## src/design/sfw_pkg.sv

```systemverilog
// Summary of operation
// - After 128 unserviced one-millisecond ticks the watchdog resets the microcontroller.
// - Watchdog runs after reset and stops only with disable key 101010b.
// - The one-millisecond tick is taken from USB start-of-frame pulses.
// - Count advances only while the USB connect bit is set, else holds.
// - Writing 1 to bit 0 restarts the count; 0 is ignored; reads 0.
// - The watchdog count is a seven-bit counter stepped by the tick.
// - Disabled only when bits 5:1 are 10101b and bit 7 is 0.
// - Bit 6 reads 0 after power-up, 1 after a watchdog time-out reset.
// - Writing 1 to bit 6 clears the reset-cause flag; 0 leaves it.
// - Reset loads key top bit with 1 and key low bits with zero.
// - USB connect bit attaches the device to the bus; clear after reset.
package sfw_pkg;

  // ----------------------------------------
  // Register map
  // ----------------------------------------
  localparam logic [15:0] WATCHDOG_CONTROL_STATUS_ADDR = 16'hFF93;
  localparam logic [15:0] USB_CONTROL_REGISTER_ADDR    = 16'hFFFC;

  // ----------------------------------------
  // Field positions
  // ----------------------------------------
  localparam int SERVICE_BIT_POS  = 0;
  localparam int KEY_LOW_LSB      = 1;
  localparam int KEY_LOW_MSB      = 5;
  localparam int TIMEOUT_FLAG_POS = 6;
  localparam int KEY_TOP_POS      = 7;
  localparam int CONNECT_BIT_POS  = 7;

  // ----------------------------------------
  // Reset values and disable key
  // ----------------------------------------
  localparam logic [4:0] KEY_LOW_RESET   = 5'h00;
  localparam logic       KEY_TOP_RESET   = 1'h1;
  localparam logic       FLAG_RESET      = 1'h0;
  localparam logic       CONNECT_RESET   = 1'h0;
  localparam logic [4:0] KEY_LOW_DISABLE = 5'h15;
  localparam logic       KEY_TOP_DISABLE = 1'h0;
  localparam logic [7:0] READ_IDLE       = 8'h00;

  // ----------------------------------------
  // Counting and timing
  // ----------------------------------------
  localparam int COUNT_WIDTH     = 7;
  localparam int TIMEOUT_TICKS   = 128;
  localparam int CLOCK_PERIOD_PS = 5000;
  localparam int RESET_PULSE_NS  = 100;
  localparam int RESET_PULSE_CYCLES = (RESET_PULSE_NS * 1000 + CLOCK_PERIOD_PS - 1) / CLOCK_PERIOD_PS;
  localparam int PULSE_WIDTH     = 5;

  typedef enum logic {
    SFW_RUN,
    SFW_RESETTING
  } sfw_state_t;

endpackage

```

## src/design/sfw_watchdog.sv

```systemverilog
`timescale 1ns/1ps
module sfw_watchdog #(
  parameter int COUNT_WIDTH = sfw_pkg::COUNT_WIDTH,
  parameter int TICKS       = sfw_pkg::TIMEOUT_TICKS
) (
  // Clock and reset
  input  wire logic        clock,
  input  wire logic        resetn,
  // Microcontroller data bus
  input  wire logic [15:0] mcu_addr,
  input  wire logic        mcu_wr_en,
  input  wire logic [7:0]  mcu_wr_data,
  input  wire logic        mcu_rd_en,
  output logic      [7:0]  mcu_rd_data,
  // USB engine
  input  wire logic        sof_pulse,
  output logic             usb_attach,
  // Reset and status
  output logic             mcu_reset,
  output logic             watchdog_running
);

  // ----------------------------------------
  // Reset release
  // ----------------------------------------
  logic reset_n;

  sfw_sync #(
    .WIDTH (1)
  ) u_reset_sync (
    .clock   (clock),
    .clear_n (resetn),
    .d       (1'b1),
    .q       (reset_n)
  );

  // ----------------------------------------
  // Register state
  // ----------------------------------------
  logic [4:0]                     disable_key_low_bits;
  logic                           disable_key_top_bit;
  logic                           timeout_reset_flag;
  logic                           usb_connect_bit;
  sfw_pkg::sfw_state_t            state;
  logic [sfw_pkg::PULSE_WIDTH-1:0] pulse_count;
  logic                           hit_status;
  logic                           hit_usb_control_register;
  logic                           service;
  logic                           enabled;
  logic                           advance;
  logic                           expire;
  logic [COUNT_WIDTH-1:0]         count;

  localparam logic [sfw_pkg::PULSE_WIDTH-1:0] PULSE_LAST =
    sfw_pkg::PULSE_WIDTH'(sfw_pkg::RESET_PULSE_CYCLES - 1);

  assign hit_status = (mcu_addr == sfw_pkg::WATCHDOG_CONTROL_STATUS_ADDR);
  assign hit_usb_control_register = (mcu_addr == sfw_pkg::USB_CONTROL_REGISTER_ADDR);

  assign service = mcu_wr_en && hit_status && mcu_wr_data[sfw_pkg::SERVICE_BIT_POS];

  assign enabled = !((disable_key_low_bits == sfw_pkg::KEY_LOW_DISABLE) &&
                     (disable_key_top_bit == sfw_pkg::KEY_TOP_DISABLE));

  // Ticks come only from start-of-frame, and only while attached
  assign advance = sof_pulse && usb_connect_bit && enabled && (state == sfw_pkg::SFW_RUN);

  assign watchdog_running = enabled;
  assign usb_attach       = usb_connect_bit;
  assign mcu_reset        = (state == sfw_pkg::SFW_RESETTING);

  // ----------------------------------------
  // Watchdog count
  // ----------------------------------------
  sfw_tick_counter #(
    .WIDTH (COUNT_WIDTH),
    .TICKS (TICKS)
  ) u_counter (
    .clock   (clock),
    .reset_n (reset_n),
    .restart (service || mcu_reset),
    .advance (advance),
    .count   (count),
    .expire  (expire)
  );

  // ----------------------------------------
  // Microcontroller reset pulse
  // ----------------------------------------
  always_ff @(posedge clock or negedge reset_n) begin
    if (!reset_n) begin
      state       <= sfw_pkg::SFW_RUN;
      pulse_count <= '0;
    end else begin
      case (state)
        sfw_pkg::SFW_RUN: begin
          pulse_count <= '0;
          if (expire) begin
            state <= sfw_pkg::SFW_RESETTING;
          end
        end
        sfw_pkg::SFW_RESETTING: begin
          if (pulse_count == PULSE_LAST) begin
            state <= sfw_pkg::SFW_RUN;
          end else begin
            pulse_count <= sfw_pkg::PULSE_WIDTH'(pulse_count + 1'b1);
          end
        end
        default: begin
          state <= sfw_pkg::SFW_RUN;
        end
      endcase
    end
  end

  // ----------------------------------------
  // Disable key
  // ----------------------------------------
  // A time-out resets the chip, so the key returns to its enabled value
  always_ff @(posedge clock or negedge reset_n) begin
    if (!reset_n) begin
      disable_key_low_bits <= sfw_pkg::KEY_LOW_RESET;
      disable_key_top_bit  <= sfw_pkg::KEY_TOP_RESET;
    end else if (expire) begin
      disable_key_low_bits <= sfw_pkg::KEY_LOW_RESET;
      disable_key_top_bit  <= sfw_pkg::KEY_TOP_RESET;
    end else if (mcu_wr_en && hit_status) begin
      disable_key_low_bits <= mcu_wr_data[sfw_pkg::KEY_LOW_MSB:sfw_pkg::KEY_LOW_LSB];
      disable_key_top_bit  <= mcu_wr_data[sfw_pkg::KEY_TOP_POS];
    end
  end

  // ----------------------------------------
  // Reset-cause flag
  // ----------------------------------------
  // Only the power-up reset or a write of 1 to bit 6 clears it; a time-out must survive its own reset
  always_ff @(posedge clock or negedge reset_n) begin
    if (!reset_n) begin
      timeout_reset_flag <= sfw_pkg::FLAG_RESET;
    end else if (expire) begin
      timeout_reset_flag <= 1'b1;
    end else if (mcu_wr_en && hit_status && mcu_wr_data[sfw_pkg::TIMEOUT_FLAG_POS]) begin
      timeout_reset_flag <= 1'b0;
    end
  end

  // ----------------------------------------
  // USB connect bit
  // ----------------------------------------
  always_ff @(posedge clock or negedge reset_n) begin
    if (!reset_n) begin
      usb_connect_bit <= sfw_pkg::CONNECT_RESET;
    end else if (expire) begin
      usb_connect_bit <= sfw_pkg::CONNECT_RESET;
    end else if (mcu_wr_en && hit_usb_control_register) begin
      usb_connect_bit <= mcu_wr_data[sfw_pkg::CONNECT_BIT_POS];
    end
  end

  // ----------------------------------------
  // Read data
  // ----------------------------------------
  always_ff @(posedge clock or negedge reset_n) begin
    if (!reset_n) begin
      mcu_rd_data <= sfw_pkg::READ_IDLE;
    end else if (mcu_rd_en && hit_status) begin
      mcu_rd_data <= sfw_pkg::READ_IDLE;
      mcu_rd_data[sfw_pkg::KEY_TOP_POS]                      <= disable_key_top_bit;
      mcu_rd_data[sfw_pkg::TIMEOUT_FLAG_POS]                 <= timeout_reset_flag;
      mcu_rd_data[sfw_pkg::KEY_LOW_MSB:sfw_pkg::KEY_LOW_LSB] <= disable_key_low_bits;
      mcu_rd_data[sfw_pkg::SERVICE_BIT_POS]                  <= 1'b0;
    end else if (mcu_rd_en && hit_usb_control_register) begin
      mcu_rd_data <= sfw_pkg::READ_IDLE;
      mcu_rd_data[sfw_pkg::CONNECT_BIT_POS] <= usb_connect_bit;
    end else if (mcu_rd_en) begin
      mcu_rd_data <= sfw_pkg::READ_IDLE;
    end
  end

endmodule

```

## src/design/sfw_sync.sv

```systemverilog
`timescale 1ns/1ps
module sfw_sync #(
  parameter int WIDTH = 1
) (
  // Clock and reset
  input  wire logic             clock,
  input  wire logic             clear_n,
  // Data
  input  wire logic [WIDTH-1:0] d,
  output logic      [WIDTH-1:0] q
);

  logic [WIDTH-1:0] stage;

  // First stage feeds only the second
  always_ff @(posedge clock or negedge clear_n) begin
    if (!clear_n) begin
      stage <= '0;
      q     <= '0;
    end else begin
      stage <= d;
      q     <= stage;
    end
  end

endmodule

```

## src/design/sfw_tick_counter.sv

```systemverilog
`timescale 1ns/1ps
module sfw_tick_counter #(
  parameter int WIDTH = sfw_pkg::COUNT_WIDTH,
  parameter int TICKS = sfw_pkg::TIMEOUT_TICKS
) (
  // Clock and reset
  input  wire logic             clock,
  input  wire logic             reset_n,
  // Control
  input  wire logic             restart,
  input  wire logic             advance,
  // Status
  output logic      [WIDTH-1:0] count,
  output logic                  expire
);

  localparam logic [WIDTH-1:0] LAST = WIDTH'(TICKS - 1);

  assign expire = advance && !restart && (count == LAST);

  // Restart beats a tick landing in the same cycle
  always_ff @(posedge clock or negedge reset_n) begin
    if (!reset_n) begin
      count <= '0;
    end else if (restart) begin
      count <= '0;
    end else if (advance) begin
      count <= WIDTH'(count + 1'b1);
    end
  end

endmodule

```

## config.mk

```make
export PLATFORM = sky130hd
export DESIGN_NAME = sfw_watchdog
export DESIGN_NICKNAME = d
export VERILOG_FILES = /design/src/design/sfw_pkg.sv /design/src/design/sfw_watchdog.sv /design/src/design/sfw_sync.sv /design/src/design/sfw_tick_counter.sv
export SDC_FILE = /design/constraint.sdc
export NUM_CORES = 1
export LEC_CHECK = 0
export BUFFER_PORTS_ARGS = -buffer_cell sky130_fd_sc_hd__buf_4
export CAP_MARGIN = 20
export CORE_UTILIZATION = 55
export DETAILED_ROUTE_END_ITERATION = 12
export GPL_TIMING_DRIVEN = 0
export PLACE_DENSITY = 0.93
export SYNTH_ARGS = -nofsm -noshare
export SYNTH_HDL_FRONTEND = slang
export SYNTH_SLANG_ARGS = --single-unit
```

## constraint.sdc

```tcl
create_clock -name clock -period 1.85 [get_ports clock]
set_clock_uncertainty 0.1 [all_clocks]
set_input_delay 0.0925 -clock clock [delete_from_list [all_inputs] [get_ports clock]]
set_output_delay 0.0925 -clock clock [all_outputs]
set_load 0.01 [all_outputs]
```

# [Word-level counts from Yosys, hierarchy flattened]
# Cells that the tools add are included.
[classes] addsub=2 eq_ne=6 muxes=18 n_bitwise=2 n_reduce_logical=20
[op_table] operator="16-bit equality test, second input constant" count=2
[op_table] operator="8-bit 2-to-1 mux" count=3
[op_table] operator="5-bit 2-to-1 mux" count=3
[op_table] operator="7-bit 2-to-1 mux" count=2
[op_table] operator="1-bit logical AND" count=12
[op_table] operator="5-bit equality test, second input constant" count=2
[op_table] operator="5-bit one-hot mux with 2 select lines" count=1
[op_table] operator="1-bit 2-to-1 mux" count=8
[op_table] operator="2-bit nonzero test" count=4
[op_table] operator="7-bit by 1-bit adder with 7-bit output, second input constant" count=1
[op_table] operator="7-bit equality test, second input constant" count=1
[op_table] operator="5-bit by 1-bit adder with 5-bit output, second input constant" count=1
[op_table] operator="3-bit nonzero test" count=1
[op_table] operator="1-bit zero test" count=2
[op_table] operator="2-bit != test, second input constant" count=1
[op_table] operator="1-bit inverter" count=2
[op_table] operator="1-bit one-hot mux with 2 select lines" count=1
[op_table] operator="1-bit logical OR" count=1
[word_totals] ff_bits=31 word_cells=58

# [Longest topological paths before layout]
# Gate-level depths: netlist of run 1.
[logic_depth] word_depth=9 mapped_depth=5

# [By module]
# Synthesis of run 1 repeated with hierarchy kept, for this count alone.
[hier_totals] hier_cells=130 hier_area_um2=1438.9
[by_module_without_submodules] module="sfw_watchdog" instances=1 cells_each=94 area_each_um2=1038.5 seq_area_each_um2=526.8
[by_module_without_submodules] module="sfw_tick_counter" instances=1 cells_each=34 area_each_um2=350.3 seq_area_each_um2=175.2
[by_module_without_submodules] module="sfw_sync" instances=1 cells_each=2 area_each_um2=50.0 seq_area_each_um2=50.0

# [Worst setup path before layout of run 1]
# No wires, ideal clock.
[synth_path] path_type="reg-to-reg" from="reg state (netlist: mcu_reset)" to="reg disable_key_low_bits[0]" setup_ns=0.121 t_arrival_ns=1.427 t_required_ns=1.629 slack_ns=0.202 path_stages_with_launch=5 n_path_buf=0 path_cell_list="dfrtp_1 > nand3b_1 > a21o_1 > o311a_1 > a22o_1"
[synth_between] elab_chain_len=5 word_cells_on_any_way=8 cone_classes="mux (1); bitwise (1); reduce/logical (6)"
[synth_rtl] item="from (decl)" line="sfw_watchdog.sv:44" rtl="sfw_pkg::sfw_state_t state;"
[synth_rtl] item="from (signal assigned)" line="sfw_watchdog.sv:92" rtl="state <= sfw_pkg::SFW_RUN;"
[synth_rtl] item="from (signal assigned)" line="sfw_watchdog.sv:99" rtl="state <= sfw_pkg::SFW_RESETTING;"
[synth_rtl] item="from (signal assigned)" line="sfw_watchdog.sv:104" rtl="state <= sfw_pkg::SFW_RUN;"
[synth_rtl] item="1-bit logical OR / 1-bit inverter (equally long branches)" line="sfw_watchdog.sv:81, sfw_watchdog.sv:66"
[synth_rtl] item="1-bit zero test / 1-bit logical AND (equally long branches)" line="sfw_tick_counter.sv:19, sfw_watchdog.sv:66"
[synth_rtl] item="1-bit logical AND * (2 in a row)" line="sfw_tick_counter.sv:19" rtl="assign expire = advance && !restart && (count == LAST);"
[synth_rtl] item="5-bit 2-to-1 mux / 2-bit nonzero test (equally long branches)"
[synth_rtl] item="to (signal assigned)" line="sfw_watchdog.sv:122" rtl="disable_key_low_bits <= sfw_pkg::KEY_LOW_RESET;"
[synth_rtl] item="to (signal assigned)" line="sfw_watchdog.sv:125" rtl="disable_key_low_bits <= sfw_pkg::KEY_LOW_RESET;"
[synth_rtl] item="to (signal assigned)" line="sfw_watchdog.sv:128" rtl="disable_key_low_bits <= mcu_wr_data[sfw_pkg::KEY_LOW_MSB:sfw_pkg::KEY_LOW_LSB];"
[synth_rtl] item="to (decl)" line="sfw_watchdog.sv:40" rtl="logic [4:0] disable_key_low_bits;"
# Every way passes the cells marked *; elsewhere a longest branch is shown, timed or not.
# A chain may end at the register's enable or synchronous reset.

# [Worst setup path after layout of run 1]
[layout_path] from="reg u_counter.count[0]" to="reg disable_key_low_bits[3]"
[layout_between] elab_chain_len=3 word_cells_on_any_way=4 cone_classes="eq/ne (1); mux (1); reduce/logical (2)"
[layout_rtl] item="from (decl)" line="sfw_tick_counter.sv:13" rtl="output logic [WIDTH-1:0] count,"
[layout_rtl] item="from (signal assigned)" line="sfw_tick_counter.sv:28" rtl="count <= WIDTH'(count + 1'b1);"
[layout_rtl] item="7-bit equality test *" line="sfw_tick_counter.sv:19"
[layout_rtl] item="1-bit logical AND *" line="sfw_tick_counter.sv:19"
[layout_rtl] item="5-bit 2-to-1 mux / 2-bit nonzero test (equally long branches)"
# Marked as above.

==> results.cfg, run 1 <==
[drt]
drcViolationCount = 0
drtPass1Iterations = 4
wire_per_inst_um = 17.58
drtIter0Drc = 23
viasPerCell = 5.838
vias = 1261
finalWirelength_mm = 3.797
ant_nets = 0

[logic_synthesis]
postSynth.asyncResetShare_pct = 100.0
netlist.top_cell.by_area = dfrtp_1
synth_seq_cells = 30
synth_enable_flop_cells = 0
yosysMostFrequentCell = dfrtp_1
synth_top_cell_area_share_pct = 49.87
ys.flop_type = dfrtp_1
synth.yosys.seq_area_share_pct = 51.68
avgSynthCellArea_um2 = 11.37
synthesis.nets = 159
synth_common_cells = dfrtp_1, a22o_1, nand3_1
synthTopCellsByArea = dfrtp_1, a22o_1, xnor2_1
syn-cell-area_mm2 = 0.001455
synth_warnings = 0
synth_cells = 128
synth_cell_types = 45

[power]
power.share.clock_pct = 32.6
leakagePower_nw = 0.9795
total_power_mw = 1.131
combinationalPowerShare_pct = 9.0
power_switching_mw = 0.2742
powerDensity_mw_per_mm2 = 569.5
pwr-share-seq_pct = 58.4
intPower_mw = 0.8573
swShare_pct = 24.23
ir_drop_mv = 0.5660

[floorplanning]
ios = 40
die-width_um = 53.44
coreArea_mm2 = 0.002477
rows = 18
dieHeight_um = 53.44
dieArea_mm2 = 0.002855
start_util_pct = 58.74

[final_layout]
drive_gt1_share_pct = 32.80
final_nets = 217
n_antenna_cell = 0
final_util_pct = 80.20
final_area_mm2 = 0.001987
layout-area-overhead-vs-synth_pct = 36.54

[sta]
max_freq_mhz = 546.5
timing.final.crit_share_pct = 98.91
fin_tns_setup_ps = 0
setup_viol = 0
fin_ws_ps = 20.11
slew_violations = 0
fin_crit_ps = 1830
final_hold_viol_count = 0

[setup_path]
critPathKind = flip-flop to flip-flop
crit_path_end_kind = flip-flop
r2r_slack_ps = 20
required_ps = 1970
crit_fanout = 6
cp.arrival_ps = 1950
start_kind = flip-flop

[global_routing]
grt_pass1_vias = 1248
overflow = 0
grt_usage_pct = 29.02
antenna_found_initial = 0
grt_pass1_wl_mm = 5.644
grt_start_max_net_pins = 29

[cts]
clk_latency_ps = 340
cts_made_buffers = 5
cts_buffer_depth = 2
h-tree-depth = 2
numClockSinks = 30
cts_root_buffer = clkbuf_4
tritoncts = built
clk_pin_slew_ps = 100

[hold_path]
min_path_type = flip-flop to async pin

[placed_design]
place_area_mm2 = 0.001778
gp_congestion = 0.8472
hpwl_mm = 2.474
port_buffers = 38
pre_cts_slack_ps = -13.82

[status]
status = finished clean

[run]
drv_cap = 0
-- worst max-delay path, cell delays in order, from the launching register on --
cell	delay, ps
dfrtp_1	420
ha_1	220
and3_1	190
nand3_1	140
o311a_4	430
a22o_1	220
-- registers in the layout (all words and copies together), names as in the netlist --
signal	count
disable_key_top_bit	1
disable_key_low_bits	5
usb_attach	1
timeout_reset_flag	1
u_reset_sync.q	1
mcu_rd_data	7
pulse_count	5
u_reset_sync.stage	1
u_counter.count	7
mcu_reset	1
-- power by group through the flow --
stage	Sequential, mW	Combinational, mW	Clock (mW)
after floorplan	0.680	0.0140	0
after global placement	0.682	0.0629	0
after detailed placement	0.683	0.0659	0
after CTS	0.670	0.0830	0.372
after global routing	0.662	0.109	0.405
final	0.661	0.102	0.369
-- repair_timing --
item,4_1_cts,5_1_grt
resized for setup,1,2
hold buffers,10,0
setup buffers,0,2
endpoints found under the setup margin,6,6
endpoints found under the hold margin,10,0
-- routing by layer --
metal	global-route usage [%]	wire length (um)	vias to the layer above
li1	-	-	586
met1	33.70	1471	615
met2	49.79	2025	49
met3	9.770	223	11
met4	8.772	76	0
met5	0	0	-
-- path summary, 6_finish.rpt --
kind | start | to | cells past startpoint
max | u_counter.count[0] | disable_key_low_bits[3] | 5
min | u_reset_sync.q | pulse_count[1] | 0
max reg2reg | u_counter.count[0] | disable_key_low_bits[3] | 5
min reg2reg | u_reset_sync.q | pulse_count[1] | 0
max in group asynchronous | resetn | u_reset_sync.stage | 3
min in group clock | mcu_wr_data[0] | usb_attach | 3
-- cells in the final DEF (no fill, tap or decap), drive strengths merged, types with 2 or more instances in the layout --
master	instances
inv	7
clkinv	2
clkbuf	5
and3	2
o21ai	3
nor2	2
dfrtp	29
nand4	2
and2	4
or2	2
dlygate4sd3	10
a21oi	5
a21o	3
or3	3
conb	2
a22o	11
nor2b	5
buf	44
nand3	8
ha	2
o31ai	2
or4	2
nand2	5
mux2i	2
xnor2	5
-- per-stage QoR --
step / hold WS [ps] / instances
2_1_floorplan: -303.1 / 128
3_3_place_gp: -224.7 / 196
3_5_place_dp: -223.3 / 196
4_1_cts: 21.90 / 213
5_1_grt: 28.70 / 216
6_report: 14.55 / 216
-- final cells by class --
| cell class | instances | area, um^2 |
|---|---|---|
| clock buffer | 5 | 37.54 |
| buffer | 3 | 23.77 |
| fill | 140 | 490.5 |
| clock inverter | 2 | 10.01 |
| timing repair buffer | 51 | 427.9 |
| inverter | 7 | 26.28 |
| sequential | 30 | 753.2 |
| tap | 30 | 37.54 |
| multi-input combinational | 88 | 670.6 |
-- cell families after synthesis --
group                      after synthesis  share of synthesized area (%)
muxes                                    2                          1.376
other                                    2                         0.5161
AOI/OAI and AO/OA                       33                          17.97
DFF                                     30                          51.68
buffers and inverters                   10                          3.440
xor gates and xnor gates                 5                          3.009
adders and majority gates                2                          1.719
and+or+nand+nor                         44                          20.29
No activity file was read; power rests on OpenSTA's default activity.
==> inputs of run 2 (changes only) <==
- CELL_PAD_IN_SITES_DETAIL_PLACEMENT: not set -> 2
- CELL_PAD_IN_SITES_GLOBAL_PLACEMENT: not set -> 2
- CORE_UTILIZATION: 55 -> 35
- PLACE_DENSITY: 0.93 -> 0.94
==> run 2 against run 1 <==
The flow now finishes with violations (setup timing). Global-route usage down 6.3 points. First-iteration DRC count is 130% higher. Critical path depth is the same. Fmax shrank 3.3%. Worst hold slack improved by 33 ps. Cell count is 12% higher. Combinational power decreased by 5%. Count of clock-buffer cells in the layout is the same. Die area rose by 55%. Power grew 25%. Clock power rose by 77%.
==> results.cfg, run 2 (synthesis results as in run 1) <==
[power]
pwr-share-seq_pct = 46.9
ir_drop_mv = 0.3004
total_power_mw = 1.413
swShare_pct = 21.12
power_switching_mw = 0.2984
power.share.clock_pct = 46.2
powerDensity_mw_per_mm2 = 669.1
intPower_mw = 1.115
leakagePower_nw = 1.021
combinationalPowerShare_pct = 6.9

[status]
status = finished, violations left
violations = setup timing

[sta]
final_hold_viol_count = 0
slew_violations = 0
fin_tns_setup_ps = -62.84
fin_crit_ps = 1893
worst_pin_slew_ps = 601.4
timing.slew.headroom_pct = 59.61
timing.final.crit_share_pct = 102.3
max_freq_mhz = 528.2
setup_viol = 3
fin_ws_ps = -43.29

[setup_path]
crit_fanout = 10
worstSetupStartpoint = mcu_reset
critPathKind = flip-flop to flip-flop
cp.arrival_ps = 1940
start_kind = flip-flop
worstReg2RegStart = mcu_reset
required_ps = 1900
crit_path_end_kind = flip-flop

[placed_design]
dpl.cell_count = 216
gp_congestion = 0.7576
port_buffers = 38
hpwl_mm = 3.151

[drt]
drcViolationCount = 0
vias = 1315
drtPass1Iterations = 4
finalWirelength_mm = 5.204
wire_per_inst_um = 21.59
viasPerCell = 5.456
drtIter0Drc = 53
ant_nets = 0

[final_layout]
layout_common_cells = buf_4, dfrtp_1, a22o_1
drive_gt1_share_pct = 37.70
n_antenna_cell = 0
final_common_cell = buf_4
final_nets = 221
fin_cells = 241
fillers = 395
top_regs = mcu_rd_data x7, u_counter.count x7
layout-area-overhead-vs-synth_pct = 45.14
final_util_pct = 52.80

[floorplanning]
start_util_pct = 36.38
ios = 40
rows = 23
die-width_um = 66.48
dieArea_mm2 = 0.004420
dieHeight_um = 66.48
coreArea_mm2 = 0.004000

[cts]
h-tree-depth = 2
cts_root_buffer = clkbuf_8
tritoncts = built
cts_made_buffers = 5
numClockSinks = 30
cts_buffer_depth = 2
clk_pin_slew_ps = 70
clk_latency_ps = 280

[global_routing]
grt_pass1_wl_mm = 7.176
antenna_found_initial = 0
grt_usage_pct = 22.69
grt_pass1_vias = 1440
grt_start_max_net_pins = 29
overflow = 0

[run]
drv_cap = 0

[hold_path]
min_path_type = primary input to async pin
run 2: cell types whose count changed in the layout (fill, tap and decap cells not counted), moves of 2 or more:
cell / delta
dlygate4sd3_1: -2
clkbuf_4: -5
buf_4: +6
clkbuf_8: +5
run 2: final timing paths:
kind	endpoint	slack, ps	cells after the start
hold reg to reg	u_counter.count[2]	50	0
setup reg to reg	usb_attach	-40	5
min in group clock	timeout_reset_flag	80	3
setup / recovery	usb_attach	-40	5
max in group asynchronous	disable_key_top_bit	1090	1
hold / removal	u_reset_sync.q	50	2
run 2: stage by stage:
step	hold slack [ps]	setup slack [ps]	area, um^2
6_report	47.39	-43.29	2112
5_1_grt	44.97	-56.35	2112
3_5_place_dp	-220.1	-38.76	1803
4_1_cts	32.66	23.68	1998
3_3_place_gp	-225.3	30.43	1803
2_1_floorplan	-303.1	201.9	1455
run 2: per-layer routing:
layer,up-vias,track usage [%],wire length [um]
met3,10,4.795,162
met5,-,0,0
li1,594,-,-
met1,667,24.30,1976
met2,44,43.75,2973
met4,0,6.915,91
run 2: power by group through the flow:
stage / Combinational [mW] / Sequential (mW) / Clock (mW)
2_1_floorplan: 0.0140 / 0.680 / 0
3_3_place_gp: 0.0626 / 0.682 / 0
3_5_place_dp: 0.0668 / 0.683 / 0
4_1_cts: 0.0809 / 0.671 / 0.660
5_1_grt: 0.105 / 0.663 / 0.697
6_report: 0.0973 / 0.663 / 0.653
run 2: layout make-up:
class | count | area (um^2) | area share [%]
sequential | 30 | 754.5 | 35.72
multi-input combinational | 88 | 683.2 | 32.35
timing repair buffer | 55 | 452.9 | 21.45
clock buffer | 5 | 68.82 | 3.258
tap | 50 | 62.56 | 2.962
clock inverter | 3 | 40.04 | 1.896
inverter | 7 | 26.28 | 1.244
buffer | 3 | 23.77 | 1.126
run 2: repair_timing:
| item | CTS | global route |
|---|---|---|
| hold buffers | 8 | 0 |
| setup buffers | 0 | 8 |
| setup endpoints to repair | 6 | 12 |
| resized for setup | 1 | 6 |
| hold endpoints to repair | 9 | 0 |
run 2: critical path, cell delays in order (launching register included):
cell and delay, ps:
dfrtp_2 460, nand3b_1 230, a21o_1 260, buf_6 170
a311oi_2 410, a21oi_1 120
==> inputs of run 3 (changes only) <==
- CTS_BUF_LIST: not set -> sky130_fd_sc_hd__clkbuf_16
==> run 3 against run 2 <==
Clock power rose by 42%. Routed wire length rose by 4.7%. Critical endpoint is now timeout_reset_flag. The run now ends clean. Utilization rose by 1.1 points. Sequential power barely moved. Fmax rose by 3.9%. Critical path depth did not move. Final area rose by 2.0%. Sequential share of layout area fell by 0.76 points. Sequential cell count did not move. Combinational power rose by 4%.
==> results.cfg, run 3 (synthesis results as in run 1) <==
[final_layout]
seqCellArea_um2 = 753.2
multiInputGateArea_um2 = 693.2
final_util_pct = 53.86
final_nets = 218
top_regs = mcu_rd_data x7, u_counter.count x7
final_area_mm2 = 0.002155
n_antenna_cell = 0
layout_common_cells = buf_4, dfrtp_1, a22o_1
fillers = 397
layout-area-overhead-vs-synth_pct = 48.07
drive_gt1_share_pct = 36.17
final_common_cell = buf_4

[setup_path]
slowest_delay_ps = 430
required_ps = 1960
crit_top_cell = a21o_1
cp_slowest_cell = a311oi_2
reg2reg_to = timeout_reset_flag
crit_path_end_kind = flip-flop
crit_fanout = 10
critPathKind = flip-flop to flip-flop
crit_chain = and4bb_4 > a21o_1 > buf_6 > a311oi_2 > a21o_1
r2r_slack_ps = 30
start_kind = flip-flop
r2r_cells = 5
critPathBufInv = 1
path_delay_family = compound AO/OA/AOI/OAI gates
worstReg2RegStart = disable_key_low_bits[4]
cp.arrival_ps = 1930

[power]
power.share.clock_pct = 54.9
total_power_mw = 1.693
powerDensity_mw_per_mm2 = 786.0
power_switching_mw = 0.3440
combinationalPowerShare_pct = 6.0
ir_drop_mv = 0.5282
leakagePower_nw = 1.040
intPower_mw = 1.349
swShare_pct = 20.32
pwr-share-seq_pct = 39.1

[cts]
cts_made_buffers = 5
clk_latency_ps = 280
cts_buffer_depth = 2
numClockSinks = 30
cts_root_buffer = clkbuf_16
tritoncts = built
clk_pin_slew_ps = 60
h-tree-depth = 2

[floorplanning]
dieArea_mm2 = 0.004420
ios = 40
dieHeight_um = 66.48
die-width_um = 66.48
rows = 23
coreArea_mm2 = 0.004000
start_util_pct = 36.38

[global_routing]
antenna_found_initial = 0
grt_pass1_vias = 1496
grt_pass1_wl_mm = 7.817
grt_start_max_net_pins = 29
grt_usage_pct = 25.43
overflow = 0

[drt]
ant_nets = 0
drtPass1Iterations = 4
drtIter0Drc = 38
drcViolationCount = 0
vias = 1309
viasPerCell = 5.500
finalWirelength_mm = 5.446
wire_per_inst_um = 22.88

[sta]
max_freq_mhz = 548.9
fin_hold_ws_ps = 34.93
worst_pin_slew_ps = 543.6
timing.slew.headroom_pct = 63.49
slew_violations = 0
fin_crit_ps = 1822
timing.final.crit_share_pct = 98.48
setup_viol = 0
rsz0062_at_grt = yes
final_hold_viol_count = 0

[placed_design]
hpwl_mm = 3.151
gp_congestion = 0.7576
place_area_mm2 = 0.001803
port_buffers = 38

[status]
status = finished clean

[run]
drv_cap = 0

[hold_path]
min_path_type = flip-flop to async pin
## run 3: per-stage QoR
step / setup slack, ps / setup TNS [ps] / std cells
after floorplan: 201.9 / 0 / 128
after global placement: 30.43 / 0 / 216
after detailed placement: -38.76 / -183.5 / 216
after CTS: 16.94 / 0 / 234
after global routing: -16.30 / -37.77 / 238
final: 28.14 / 0 / 238
## run 3: repair_timing
action / in CTS / in global routing
setup buffers: 2 / 3
resized for setup: 3 / 4
endpoints found under the hold margin: 9 / 0
setup endpoints to repair: 6 / 13
hold buffers: 8 / 0
## run 3: power groups by stage
stage	registers, mW	logic [mW]	clock network [mW]
after floorplan	0.680	0.0140	0
after global placement	0.682	0.0626	0
after detailed placement	0.683	0.0668	0
after CTS	0.672	0.0810	0.923
after global routing	0.663	0.107	0.964
final	0.663	0.101	0.929
## run 3: worst max path at each step
stage	to	slack, ps	cells past startpoint	from
final	timeout_reset_flag	30	5	disable_key_low_bits[4]
after global routing	timeout_reset_flag	-20	5	u_counter.count[1]
after CTS	usb_attach	20	5	mcu_reset
after detailed placement	disable_key_low_bits[4]	-40	5	u_counter.count[0]
after global placement	disable_key_low_bits[4]	30	5	u_counter.count[0]
after floorplan	disable_key_low_bits[0]	200	4	mcu_reset
## run 3: worst register-to-register path, cell delays in order (launching register included)
cell	delay, ps
dfrtp_1	420
and4bb_4	230
a21o_1	250
buf_6	170
a311oi_2	430
a21o_1	150
## run 3: area by class of cell
class / count / area share [%]
Buffer: 3 / 1.103
Clock buffer: 5 / 5.807
Clock inverter: 3 / 1.858
Inverter: 7 / 1.220
Multi-Input combinational cell: 88 / 32.17
Sequential cell: 30 / 34.96
Tap cell: 50 / 2.904
Timing Repair Buffer: 52 / 19.98
## run 3: layer usage
layer / up-vias / part of all wire (%) / track usage, %
li1: 589 / - / -
met5: - / 0 / 0
met4: 0 / 2.9 / 10.64
met2: 47 / 56 / 48.72
met1: 660 / 38 / 26.04
met3: 13 / 3.1 / 5.822
